### src/common/hel_pkg.sv
package hel_pkg;
  localparam int NUM_BANKS = 4;
  localparam int BANK_W = 2;
  localparam int INFO_W = 32;
  localparam int CNT_W = 16;
  localparam logic [CNT_W-1:0] CNT_RESET = 16'h0000;
  localparam logic [CNT_W-1:0] CNT_MAX = 16'hFFFF;
  localparam logic [NUM_BANKS-1:0] EN_RESET = 4'h0;

  typedef enum logic [1:0] {
    HEL_CLS_CORR = 2'h0,
    HEL_CLS_DEFER = 2'h1,
    HEL_CLS_UNCORR = 2'h2,
    HEL_CLS_FATAL = 2'h3
  } hel_class_t;

  typedef struct packed {
    logic valid;
    logic [BANK_W-1:0] bank;
    logic correctable;
    logic deferrable;
    logic fatal;
    logic [INFO_W-1:0] info;
  } hel_err_t;

  typedef struct packed {
    logic valid;
    hel_class_t cls;
    logic poisoned;
    logic [INFO_W-1:0] info;
  } hel_log_t;
endpackage

### src/hel_bank_store.sv
`timescale 1ns/1ps
`default_nettype none
module hel_bank_store (
  input wire logic clk,
  input wire logic wrEn,
  input wire logic [hel_pkg::BANK_W-1:0] wrBank,
  input wire hel_pkg::hel_log_t wrData,
  input wire logic clrEn,
  input wire logic [hel_pkg::BANK_W-1:0] clrBank,
  input wire logic [hel_pkg::BANK_W-1:0] rdBank,
  output hel_pkg::hel_log_t rdData
);
  // no reset on purpose: logged errors must survive a warm reset
  hel_pkg::hel_log_t mem_q [hel_pkg::NUM_BANKS];
  hel_pkg::hel_log_t rdData_q;

  always_ff @(posedge clk) begin
    if (wrEn) begin
      mem_q[wrBank] <= wrData;
    end else if (clrEn) begin
      mem_q[clrBank].valid <= 1'b0;
    end
    rdData_q <= mem_q[rdBank];
  end

  assign rdData = rdData_q;
endmodule
`default_nettype wire

### src/hel_error_log.sv
// Operation
// - enabled bank stores detected error info; disabled bank drops it.
// - uncorrected error raises machine check only if source reporting enabled.
// - per-source reporting enables; logging continues when reporting off.
// - software may disable autonomous correction/containment per source.
// - every error classed corrected, deferred, uncorrected or fatal.
// - corrected errors never raise machine check; logged if enabled.
// - deferred errors logged if enabled, not reported by machine check at detection.
// - deferred error escalates to uncorrected on consumption, then reports.
// - uncorrectable memory data marked poisoned, machine check on consumption.
// - uncontainable error forces core shutdown.
// - optional interrupt on first detection of a deferred error.
// - count logged corrected errors; interrupt once count exceeds threshold.
// - both interrupts independent of machine check path and its enables.
// - logged registers keep contents across warm reset.
`timescale 1ns/1ps
`default_nettype none
module hel_error_log (
  input wire logic clk,
  input wire logic rst,
  input wire logic coldRst,
  input wire hel_pkg::hel_err_t errIn,
  input wire logic consumeValid,
  input wire logic [hel_pkg::BANK_W-1:0] consumeBank,
  input wire logic [hel_pkg::NUM_BANKS-1:0] bankLogEn,
  input wire logic [hel_pkg::NUM_BANKS-1:0] reportEn,
  input wire logic [hel_pkg::NUM_BANKS-1:0] corrActionDis,
  input wire logic deferIntEn,
  input wire logic threshIntEn,
  input wire logic [hel_pkg::CNT_W-1:0] threshold,
  input wire logic cntWrite,
  input wire logic [hel_pkg::CNT_W-1:0] cntWrData,
  input wire logic statusClr,
  input wire logic [hel_pkg::BANK_W-1:0] statusBank,
  input wire logic [hel_pkg::BANK_W-1:0] rdBank,
  output hel_pkg::hel_log_t rdData,
  output logic [hel_pkg::NUM_BANKS-1:0] corrActionEn,
  output logic machineCheckException,
  output logic shutdownReq,
  output logic deferInt,
  output logic threshInt,
  output logic [hel_pkg::CNT_W-1:0] corrCount
);
  logic [hel_pkg::NUM_BANKS-1:0] deferPend_q, deferPend_d;
  logic [hel_pkg::NUM_BANKS-1:0] deferSet, deferHit;
  logic [hel_pkg::CNT_W-1:0] cnt_q, cnt_d;
  logic mce_q, mce_d;
  logic shut_q, shut_d;
  logic dInt_q, dInt_d;
  logic tInt_q, tInt_d;
  hel_pkg::hel_class_t cls;
  logic logIt, escLog, anyHit, corrLogged;
  logic [hel_pkg::BANK_W-1:0] wrBank;
  hel_pkg::hel_log_t wrData;

  // classification of the incoming error
  always_comb begin
    if (errIn.fatal) begin
      cls = hel_pkg::HEL_CLS_FATAL;
    end else if (errIn.correctable && !corrActionDis[errIn.bank]) begin
      cls = hel_pkg::HEL_CLS_CORR;
    end else if (errIn.deferrable && !corrActionDis[errIn.bank]) begin
      cls = hel_pkg::HEL_CLS_DEFER;
    end else begin
      cls = hel_pkg::HEL_CLS_UNCORR;
    end
  end

  assign corrActionEn = ~corrActionDis;
  assign logIt = errIn.valid && bankLogEn[errIn.bank];
  assign anyHit = |deferHit;
  // escalation rewrites the consumed bank unless a new error owns the write port
  assign escLog = anyHit && !logIt;
  assign corrLogged = logIt && (cls == hel_pkg::HEL_CLS_CORR);

  // per-bank deferred tracking; a new deferred error wins over a same-cycle consumption
  for (genvar b = 0; b < hel_pkg::NUM_BANKS; b++) begin : g_pend
    assign deferSet[b] = errIn.valid && (cls == hel_pkg::HEL_CLS_DEFER)
      && (errIn.bank == hel_pkg::BANK_W'(b));
    assign deferHit[b] = consumeValid && deferPend_q[b]
      && (consumeBank == hel_pkg::BANK_W'(b));
    assign deferPend_d[b] = deferSet[b] || (deferPend_q[b] && !deferHit[b]);
  end

  always_comb begin
    wrData.valid = 1'b1;
    if (logIt) begin
      wrData.cls = cls;
      wrData.poisoned = (cls == hel_pkg::HEL_CLS_DEFER);
      wrData.info = errIn.info;
      wrBank = errIn.bank;
    end else begin
      // escalated entry: detail is dropped but the data stays marked poisoned
      wrData.cls = hel_pkg::HEL_CLS_UNCORR;
      wrData.poisoned = 1'b1;
      wrData.info = '0;
      wrBank = consumeBank;
    end
  end

  hel_bank_store store (
    .clk(clk),
    .wrEn(logIt || escLog),
    .wrBank(wrBank),
    .wrData(wrData),
    .clrEn(statusClr),
    .clrBank(statusBank),
    .rdBank(rdBank),
    .rdData(rdData)
  );

  // machine check and shutdown; reporting gated by the per-source enables
  always_comb begin
    mce_d = 1'b0;
    shut_d = shut_q;
    if (anyHit) begin
      mce_d = reportEn[consumeBank];
    end
    if (errIn.valid) begin
      unique case (cls)
        hel_pkg::HEL_CLS_UNCORR: begin
          mce_d = mce_d || reportEn[errIn.bank];
        end
        hel_pkg::HEL_CLS_FATAL: begin
          shut_d = 1'b1;
          mce_d = mce_d || reportEn[errIn.bank];
        end
        hel_pkg::HEL_CLS_CORR, hel_pkg::HEL_CLS_DEFER: begin
          // no exception on detection; deferred ones wait for consumption
        end
      endcase
    end
  end

  // counter saturates; a software write beats a same-cycle increment
  always_comb begin
    cnt_d = cnt_q;
    if (corrLogged && cnt_q != hel_pkg::CNT_MAX) begin
      cnt_d = cnt_q + 16'h0001;
    end
    if (cntWrite) begin
      cnt_d = cntWrData;
    end
  end

  // notification pulses, independent of the machine-check enables
  always_comb begin
    dInt_d = deferIntEn && |(deferSet & ~deferPend_q);
    // pulse on the step that carries the count past the threshold
    tInt_d = threshIntEn && (cnt_d > threshold) && (cnt_q <= threshold);
  end

  // warm reset clears tracking and pulses only
  always_ff @(posedge clk) begin
    if (rst) begin
      deferPend_q <= hel_pkg::EN_RESET;
      mce_q <= 1'b0;
      dInt_q <= 1'b0;
      tInt_q <= 1'b0;
    end else begin
      deferPend_q <= deferPend_d;
      mce_q <= mce_d;
      dInt_q <= dInt_d;
      tInt_q <= tInt_d;
    end
  end

  // counter and shutdown survive a warm reset so boot code can still read them
  always_ff @(posedge clk) begin
    if (coldRst) begin
      cnt_q <= hel_pkg::CNT_RESET;
      shut_q <= 1'b0;
    end else begin
      cnt_q <= cnt_d;
      shut_q <= shut_d;
    end
  end

  assign machineCheckException = mce_q;
  assign shutdownReq = shut_q;
  assign deferInt = dInt_q;
  assign threshInt = tInt_q;
  assign corrCount = cnt_q;
endmodule
`default_nettype wire

### config.mk
export PLATFORM = sky130hd
export DESIGN_NAME = hel_error_log
export DESIGN_NICKNAME = d
export VERILOG_FILES = /design/src/common/hel_pkg.sv /design/src/hel_bank_store.sv /design/src/hel_error_log.sv
export SDC_FILE = /design/constraint.sdc
export NUM_CORES = 1
export LEC_CHECK = 0
export ABC_AREA = 1
export BUFFER_PORTS_ARGS = -buffer_cell sky130_fd_sc_hd__buf_4
export CORE_MARGIN = 4
export CORE_UTILIZATION = 25
export CTS_CLUSTER_SIZE = 12
export DETAILED_ROUTE_END_ITERATION = 8
export GPL_TIMING_DRIVEN = 0
export SYNTH_ARGS = -nofsm -noshare
export SYNTH_HDL_FRONTEND = slang
export SYNTH_SLANG_ARGS = --single-unit
### constraint.sdc
create_clock -name clk -period 4 [get_ports clk]
set_clock_uncertainty 0.2 [all_clocks]
set_input_delay 0 -clock clk [delete_from_list [all_inputs] [get_ports clk]]
set_output_delay 0 -clock clk [all_outputs]
set_load 0.02 [all_outputs]
# ---- Yosys cells after proc, flatten, opt, wreduce, memory -nomap -nowiden
# Memories as Yosys holds them, arrays and structs flattened. A register that Yosys moved wholly into a read port is not among the register bits.
# Index checks and enable logic that the tools add are counted.
dict set report word_totals {
  reg_bits 24
  ram_bits 144
  output_inout_bits 60
  wordCells 97
  mem_count 1
}
dict set report classes {
  add_sub_neg 1
  order_cmp 4
  n_eq_ne 10
  n_mux 26
  n_bitwise 3
  n_reduce_logical 46
}
# name depth width rd rd_ports_with_merged_regs wr line
set mem_list {}
lappend mem_list {store.mem_q 4 36 1 1 1 hel_bank_store.sv:14} ;# hel_pkg::hel_log_t mem_q [hel_pkg::NUM_BANKS];
# cell count
set ops {}
lappend ops {{36-bit 2-to-1 mux} 1}
lappend ops {{36-bit OR reduction} 1}
lappend ops {{35-bit 2-to-1 mux} 1}
lappend ops {{16-bit 2-to-1 mux} 2}
lappend ops {{1-bit logical AND} 26}
lappend ops {{16-bit by 1-bit adder with 16-bit output (second input constant)} 1}
lappend ops {{16-bit greater-than comparator} 1}
lappend ops {{16-bit <= comparator} 1}
lappend ops {{16-bit inequality test (second input constant)} 1}
lappend ops {{2-bit equality test (second input constant)} 6}
lappend ops {{1-bit 2-to-1 mux} 12}
lappend ops {{2-bit 2-to-1 mux} 6}
lappend ops {{1-bit binary-select mux with 2-bit select} 4}
lappend ops {{4-bit NOT} 2}
lappend ops {{4-bit OR reduction} 2}
lappend ops {{2-bit by 1-bit equality test with 1-bit output (second input constant)} 3}
lappend ops {{1-bit zero test} 6}
lappend ops {{2-bit zero test} 3}
lappend ops {{1-bit logical OR} 6}
lappend ops {{2-bit by 3-bit less-than comparator with 1-bit output (second input constant)} 2}
lappend ops {{4-bit AND} 1}
lappend ops {{2-bit AND reduction} 1}
lappend ops {{2-bit OR reduction} 1}

# ---- Longest topological paths before layout
dict set report depth {
  ltp_word 15
  ltp_mapped 25
  mapped_depth_nobuf 23
}

# ---- By module
# From an unflattened synthesis, not the netlist that was laid out.
dict set report unflattened {
  cells_unflattened 1120
  area_unflattened_um2 10063.4
}
# module instances cells_per_inst area_each_um2
set modules_own_cells {}
lappend modules_own_cells {hel_bank_store 1 563 6972.9}
lappend modules_own_cells {hel_error_log 1 557 3090.5}

# ---- Worst setup path after synthesis
# OpenSTA, ideal clock, no wires.
dict set report synth_timing {
  kind {reg-to-reg}
  start {register deferPend_q[3] in the netlist's numbering}
  end {memory store.mem_q[2][0] in the netlist's numbering (enable)}
  setup_ns 0.427
  arrival_ns 2.629
  required_time_ns 3.373
  path_slack_ns 0.744
  path_stages_with_launch 12
  synth_period_minus_slack_ns 3.256
  cell_sequence {dfxtp_1 > nand4_1 > nand2_1 > nor2_1 > and2_1 > buf_6 > nand2_4 > nand2_1 > nand2_1 > inv_1 > nand2_1 > nor2_1}
}
dict set report synth_via {
  elab_chain_len 9
  word_cells_on_any_way 12
  classes_between {6 x mux; 6 x reduce/logical}
}
# element line
set synth_lines {}
lappend synth_lines {{start: declaration} hel_error_log.sv:44} ;# logic [hel_pkg::NUM_BANKS-1:0] deferPend_q, deferPend_d;
lappend synth_lines {{start signal: assignment} hel_error_log.sv:156} ;# deferPend_q <= hel_pkg::EN_RESET;
lappend synth_lines {{start signal: assignment} hel_error_log.sv:161} ;# deferPend_q <= deferPend_d;
lappend synth_lines {{1-bit logical AND *} hel_error_log.sv:80} ;# assign deferHit[b] = consumeValid && deferPend_q[b]
lappend synth_lines {{1-bit logical AND *} hel_error_log.sv:81} ;# && (consumeBank == hel_pkg::BANK_W'(b));
lappend synth_lines {{4-bit OR reduction *} hel_error_log.sv:71} ;# assign anyHit = |deferHit;
lappend synth_lines {{1-bit logical AND *} hel_error_log.sv:73} ;# assign escLog = anyHit && !logIt;
lappend synth_lines {{1-bit logical OR *} hel_error_log.sv:103} ;# .wrEn(logIt || escLog),
lappend synth_lines {{1-bit 2-to-1 mux} hel_bank_store.sv:18} ;# if (wrEn) begin
lappend synth_lines {{1-bit 2-to-1 mux (implied by the code)} hel_bank_store.sv:21} ;# mem_q[clrBank].valid <= 1'b0;
lappend synth_lines {{36-bit OR reduction (no line)} --}
lappend synth_lines {{2-bit 2-to-1 mux (no line)} --}
lappend synth_lines {{end: declaration} hel_bank_store.sv:14}
# Every way passes the cells marked *; elsewhere a longest branch is shown, timed or not.

# ---- Final worst setup path
dict set report layout_timing {
  start {register cnt_q (netlist bit corrCount[7])}
  end {register tInt_q, in the netlist threshInt}
}
dict set report layout_via {
  elab_chain_len 7
  word_cells_on_any_way 9
  classes_between {1 x add/sub; 2 x order compare; 1 x eq/ne; 2 x mux; 3 x reduce/logical}
}
# element line
set layout_lines {}
lappend layout_lines {{start: declaration} hel_error_log.sv:46} ;# logic [hel_pkg::CNT_W-1:0] cnt_q, cnt_d;
lappend layout_lines {{start signal: assignment} hel_error_log.sv:171} ;# cnt_q <= hel_pkg::CNT_RESET;
lappend layout_lines {{start signal: assignment} hel_error_log.sv:174} ;# cnt_q <= cnt_d;
lappend layout_lines {{branches (longest 2 deep; another with 16-bit by 1-bit adder with 16-bit output)} --}
lappend layout_lines {{16-bit 2-to-1 mux *} hel_error_log.sv:138} ;# if (corrLogged && cnt_q != hel_pkg::CNT_MAX) begin
lappend layout_lines {{16-bit 2-to-1 mux *} hel_error_log.sv:141} ;# if (cntWrite) begin
lappend layout_lines {{via cnt_d, one bit} hel_error_log.sv:46}
lappend layout_lines {{16-bit greater-than comparator *} hel_error_log.sv:150} ;# tInt_d = threshIntEn && (cnt_d > threshold) && (cnt_q <= threshold);
lappend layout_lines {{1-bit logical AND * (2 in series)} hel_error_log.sv:150}
lappend layout_lines {{end signal: assignment} hel_error_log.sv:164} ;# tInt_q <= tInt_d;
lappend layout_lines {{end: declaration} hel_error_log.sv:50} ;# logic tInt_q, tInt_d;
# Mark *: on every way through the listed nets, which the timed path passes.
# A chain may end at the register's enable or synchronous reset.

==> flow_metrics.tcl <==
set metrics [dict create \
    vias 7580 \
    dieArea_mm2 0.03976 \
    synth_compound_area_share_pct 8.963 \
    seq_area_frac_synth_pct 60.34 \
    drt-wirelength-per-cell_um 15.18 \
    grt_usage_pct 12.74 \
    pre_cts_ws_ns 0.5764 \
    io_buffers 149 \
    period_share_pct 94.60 \
    tightest_slew_ns 0.6738 \
    synth.mux.area_fraction_pct 0 \
    cts_max_path_buffers 3 \
    use_met2_pct 22.31 \
    insertion_delay_ns 0.50 \
    antenna_left 0 \
    utilization_pct 35.63 \
    grt_pass1_wl_um 40700 \
    powerDensity_mw_per_mm2 403.1 \
    cp-end-kind "flop" \
    slew_violations 0 \
    initial_core_util_pct 25.56 \
    netlist_instances 956 \
    timing.hold.ws_ns 0.03017 \
    grt_busiest_layer "met2" \
    yosys.area_share.adder_pct 4.509 \
    leakage_nw 5.509 \
    synth.largest_area_cell "edfxtp_1" \
    cts_tree "built" \
    drtPass1Iterations 4 \
    synth_warnings 0 \
    drc_errors 0 \
    yosys.area.top_type_share_pct 47.22 \
    synth.net_count 1085 \
    htree_levels 1 \
    die_h_um 199.4 \
    fmax_ghz 0.2643 \
    min-delay-path-class "primary input to flop" \
    cts_buffers 23 \
    coreArea_mm2 0.03583 \
    grt_overflow 0 \
    syn_area_per_cell_um2 9.579 \
    synth-edff-count 144 \
    cts_root_buf "clkbuf_16" \
    placed_area_mm2 0.01097 \
    routabilityCongestion 0.8678 \
    cp.arrival_ns 4.01 \
    clock_sinks 204 \
    path_clk_slew_ns 0.06 \
    post-route-min-period_ns 3.784 \
    synth_top_family_by_area "simple AND/OR/NAND/NOR gates" \
    synthXorXnorAreaFrac_pct 0.5738 \
    final_layout_size_suffix_gt1_share_pct 18.31 \
    ys_ff_latch 204 \
    start_kind "flop" \
    nNetsFinal 1366 \
    synth.area.top_cells "edfxtp_1 (47%), dfxtp_1 (13%), nor2_1 (7.0%), nand2_1 (6.0%), inv_1 (5.0%)" \
    r2r_cells 22 \
    stdcell_area_mm2 0.01277 \
    synthSimpleGateAreaFrac_pct 18.45 \
    synth_area_mm2 0.009158 \
    status "completed" \
    grt_antenna_before_repair 5 \
    drt-initial-drc-count 380 \
    p_total_mw 5.146 \
    async_reset_ff_share_pct 0 \
    layout_setup_ws_ns 0.2160 \
    die_x_um 199.4 \
    min_delay_path_depth 6 \
    num-fill-cells 3564 \
    mostFrequentLayoutCells "nor2_1 (166), buf_4 (155), nand2_1 (146), edfxtp_1 (144), inv_1 (122)" \
    ir_worst_vdd_v 0.0002773 \
    ys_types 38 \
    worstSetupPathType "flop to flop" \
    setup_violations 0 \
    crit_fanout 9 \
    grt_pass1_vias 7641 \
    cp.required_ns 4.23 \
    layout_commonest_cell "nor2_1" \
    drv_cap 0 \
    areaGrowthSynthToFinish_pct 39.42 \
    rows 69 \
    grt_use_met3_pct 3.119 \
    hold_viol 0 \
    met1_usage_pct 16.18 \
    grt_max_degree 25 \
    vias_per_cell 4.420 \
    max-slew-margin-rel_pct 54.67 \
    io_pins 156 \
    dp_hpwl_um 18440 \
    routed_wl_um 26040 \
    synth_flop_cell "edfxtp_1" \
]
where the power goes:
group | switching, mW | total (mW) | internal, mW
sequential | 0.0441 | 2.39 | 2.34
clock | 0.793 | 2.06 | 1.27
combinational | 0.395 | 0.699 | 0.304
total | 1.23 | 5.15 | 3.92
metal layers:
layer,wire length [um],vias up
met5,57,-
met4,445,8
met3,2149,47
met2,12360,253
met1,11030,3507
li1,-,3765
worst max-delay path, cell delays in order (launching register included):
cell and delay [ns]:
dfxtp_1 0.49, nand2_1 0.09, nor2_1 0.29, nand3_2 0.17
nor2_4 0.16, inv_2 0.09, nand3_4 0.11, buf_8 0.14
buf_4 0.11, nand2_1 0.04, nand2_1 0.07, nand2_1 0.05
nand2_1 0.10, inv_1 0.05, ha_1 0.28, a21oi_1 0.06
o21a_1 0.16, o21ai_0 0.15, nand3_1 0.10, nand3_1 0.09
nand2_1 0.07, nor2_2 0.10, dlygate4sd3_1 0.56
synth_stat cells (3+ instances only):
cell type	n
nand4_1	26
nand3_1	29
edfxtp_1	144
nand2_2	3
a21oi_1	25
inv_2	3
o22ai_1	36
nor3_1	3
or2_2	3
buf_1	5
xor2_1	5
buf_2	4
ha_1	33
nor2_2	3
nor2_1	171
o21ai_0	83
inv_1	122
clkbuf_1	26
dfxtp_1	60
nand2_1	147
buf_6	3
state kept, by name, indices dropped and copies added (netlist names):
signal	cells
machineCheckException	1
threshInt	1
deferInt	1
deferPend_q	4
store.rdData	36
store.mem_q	144
corrCount	16
shutdownReq	1
metrics by stage:
stage	TNS, ns	instances
after floorplan	0	956
after global placement	-102.95	1566
after detailed placement	0	1570
after CTS	0	1707
after global routing	-0.04037	1713
final	0	1715
final timing paths:
check / slack, ns / endpoint / start
setup / recovery: 0.22 / threshInt / corrCount[7]
hold / removal: 0.03 / store.mem_q[1][32] / errIn[34]
setup reg to reg: 0.22 / threshInt / corrCount[7]
hold reg to reg: 0.29 / store.rdData[35] / store.mem_q[0][35]
repair_timing:
action,in CTS,in global routing
setup endpoints to repair,0,1
setup buffers,0,5
hold buffers,98,0
endpoints found under the hold margin,200,0
resized for setup,0,14
final cells by class:
| cell class | instances | area, um2 | share of cell area, % |
|---|---|---|---|
| clock buffer | 32 | 619.3 | 4.851 |
| buffer | 39 | 181.4 | 1.421 |
| multi-input combinational | 586 | 3030 | 23.74 |
| clock inverter | 7 | 113.9 | 0.8918 |
| timing repair buffer | 256 | 2225 | 17.42 |
| tap | 461 | 576.8 | 4.518 |
| inverter | 127 | 479.2 | 3.753 |
| sequential | 204 | 5534 | 43.35 |
| antenna | 3 | 7.507 | 0.05880 |
cells by family (layout without fill, tap and decap cells):
kind of cell             after synthesis  in the layout
AND/OR/NAND/NOR                      396            396
adder cells (fa/ha/maj)               33             33
other                                  0              3
buffers and inverters                166            461
AO/OA/AOI/OAI                        151            151
XOR/XNOR                               6              6
flip-flops                           204            204
No activity file was read; power rests on OpenSTA's default activity.
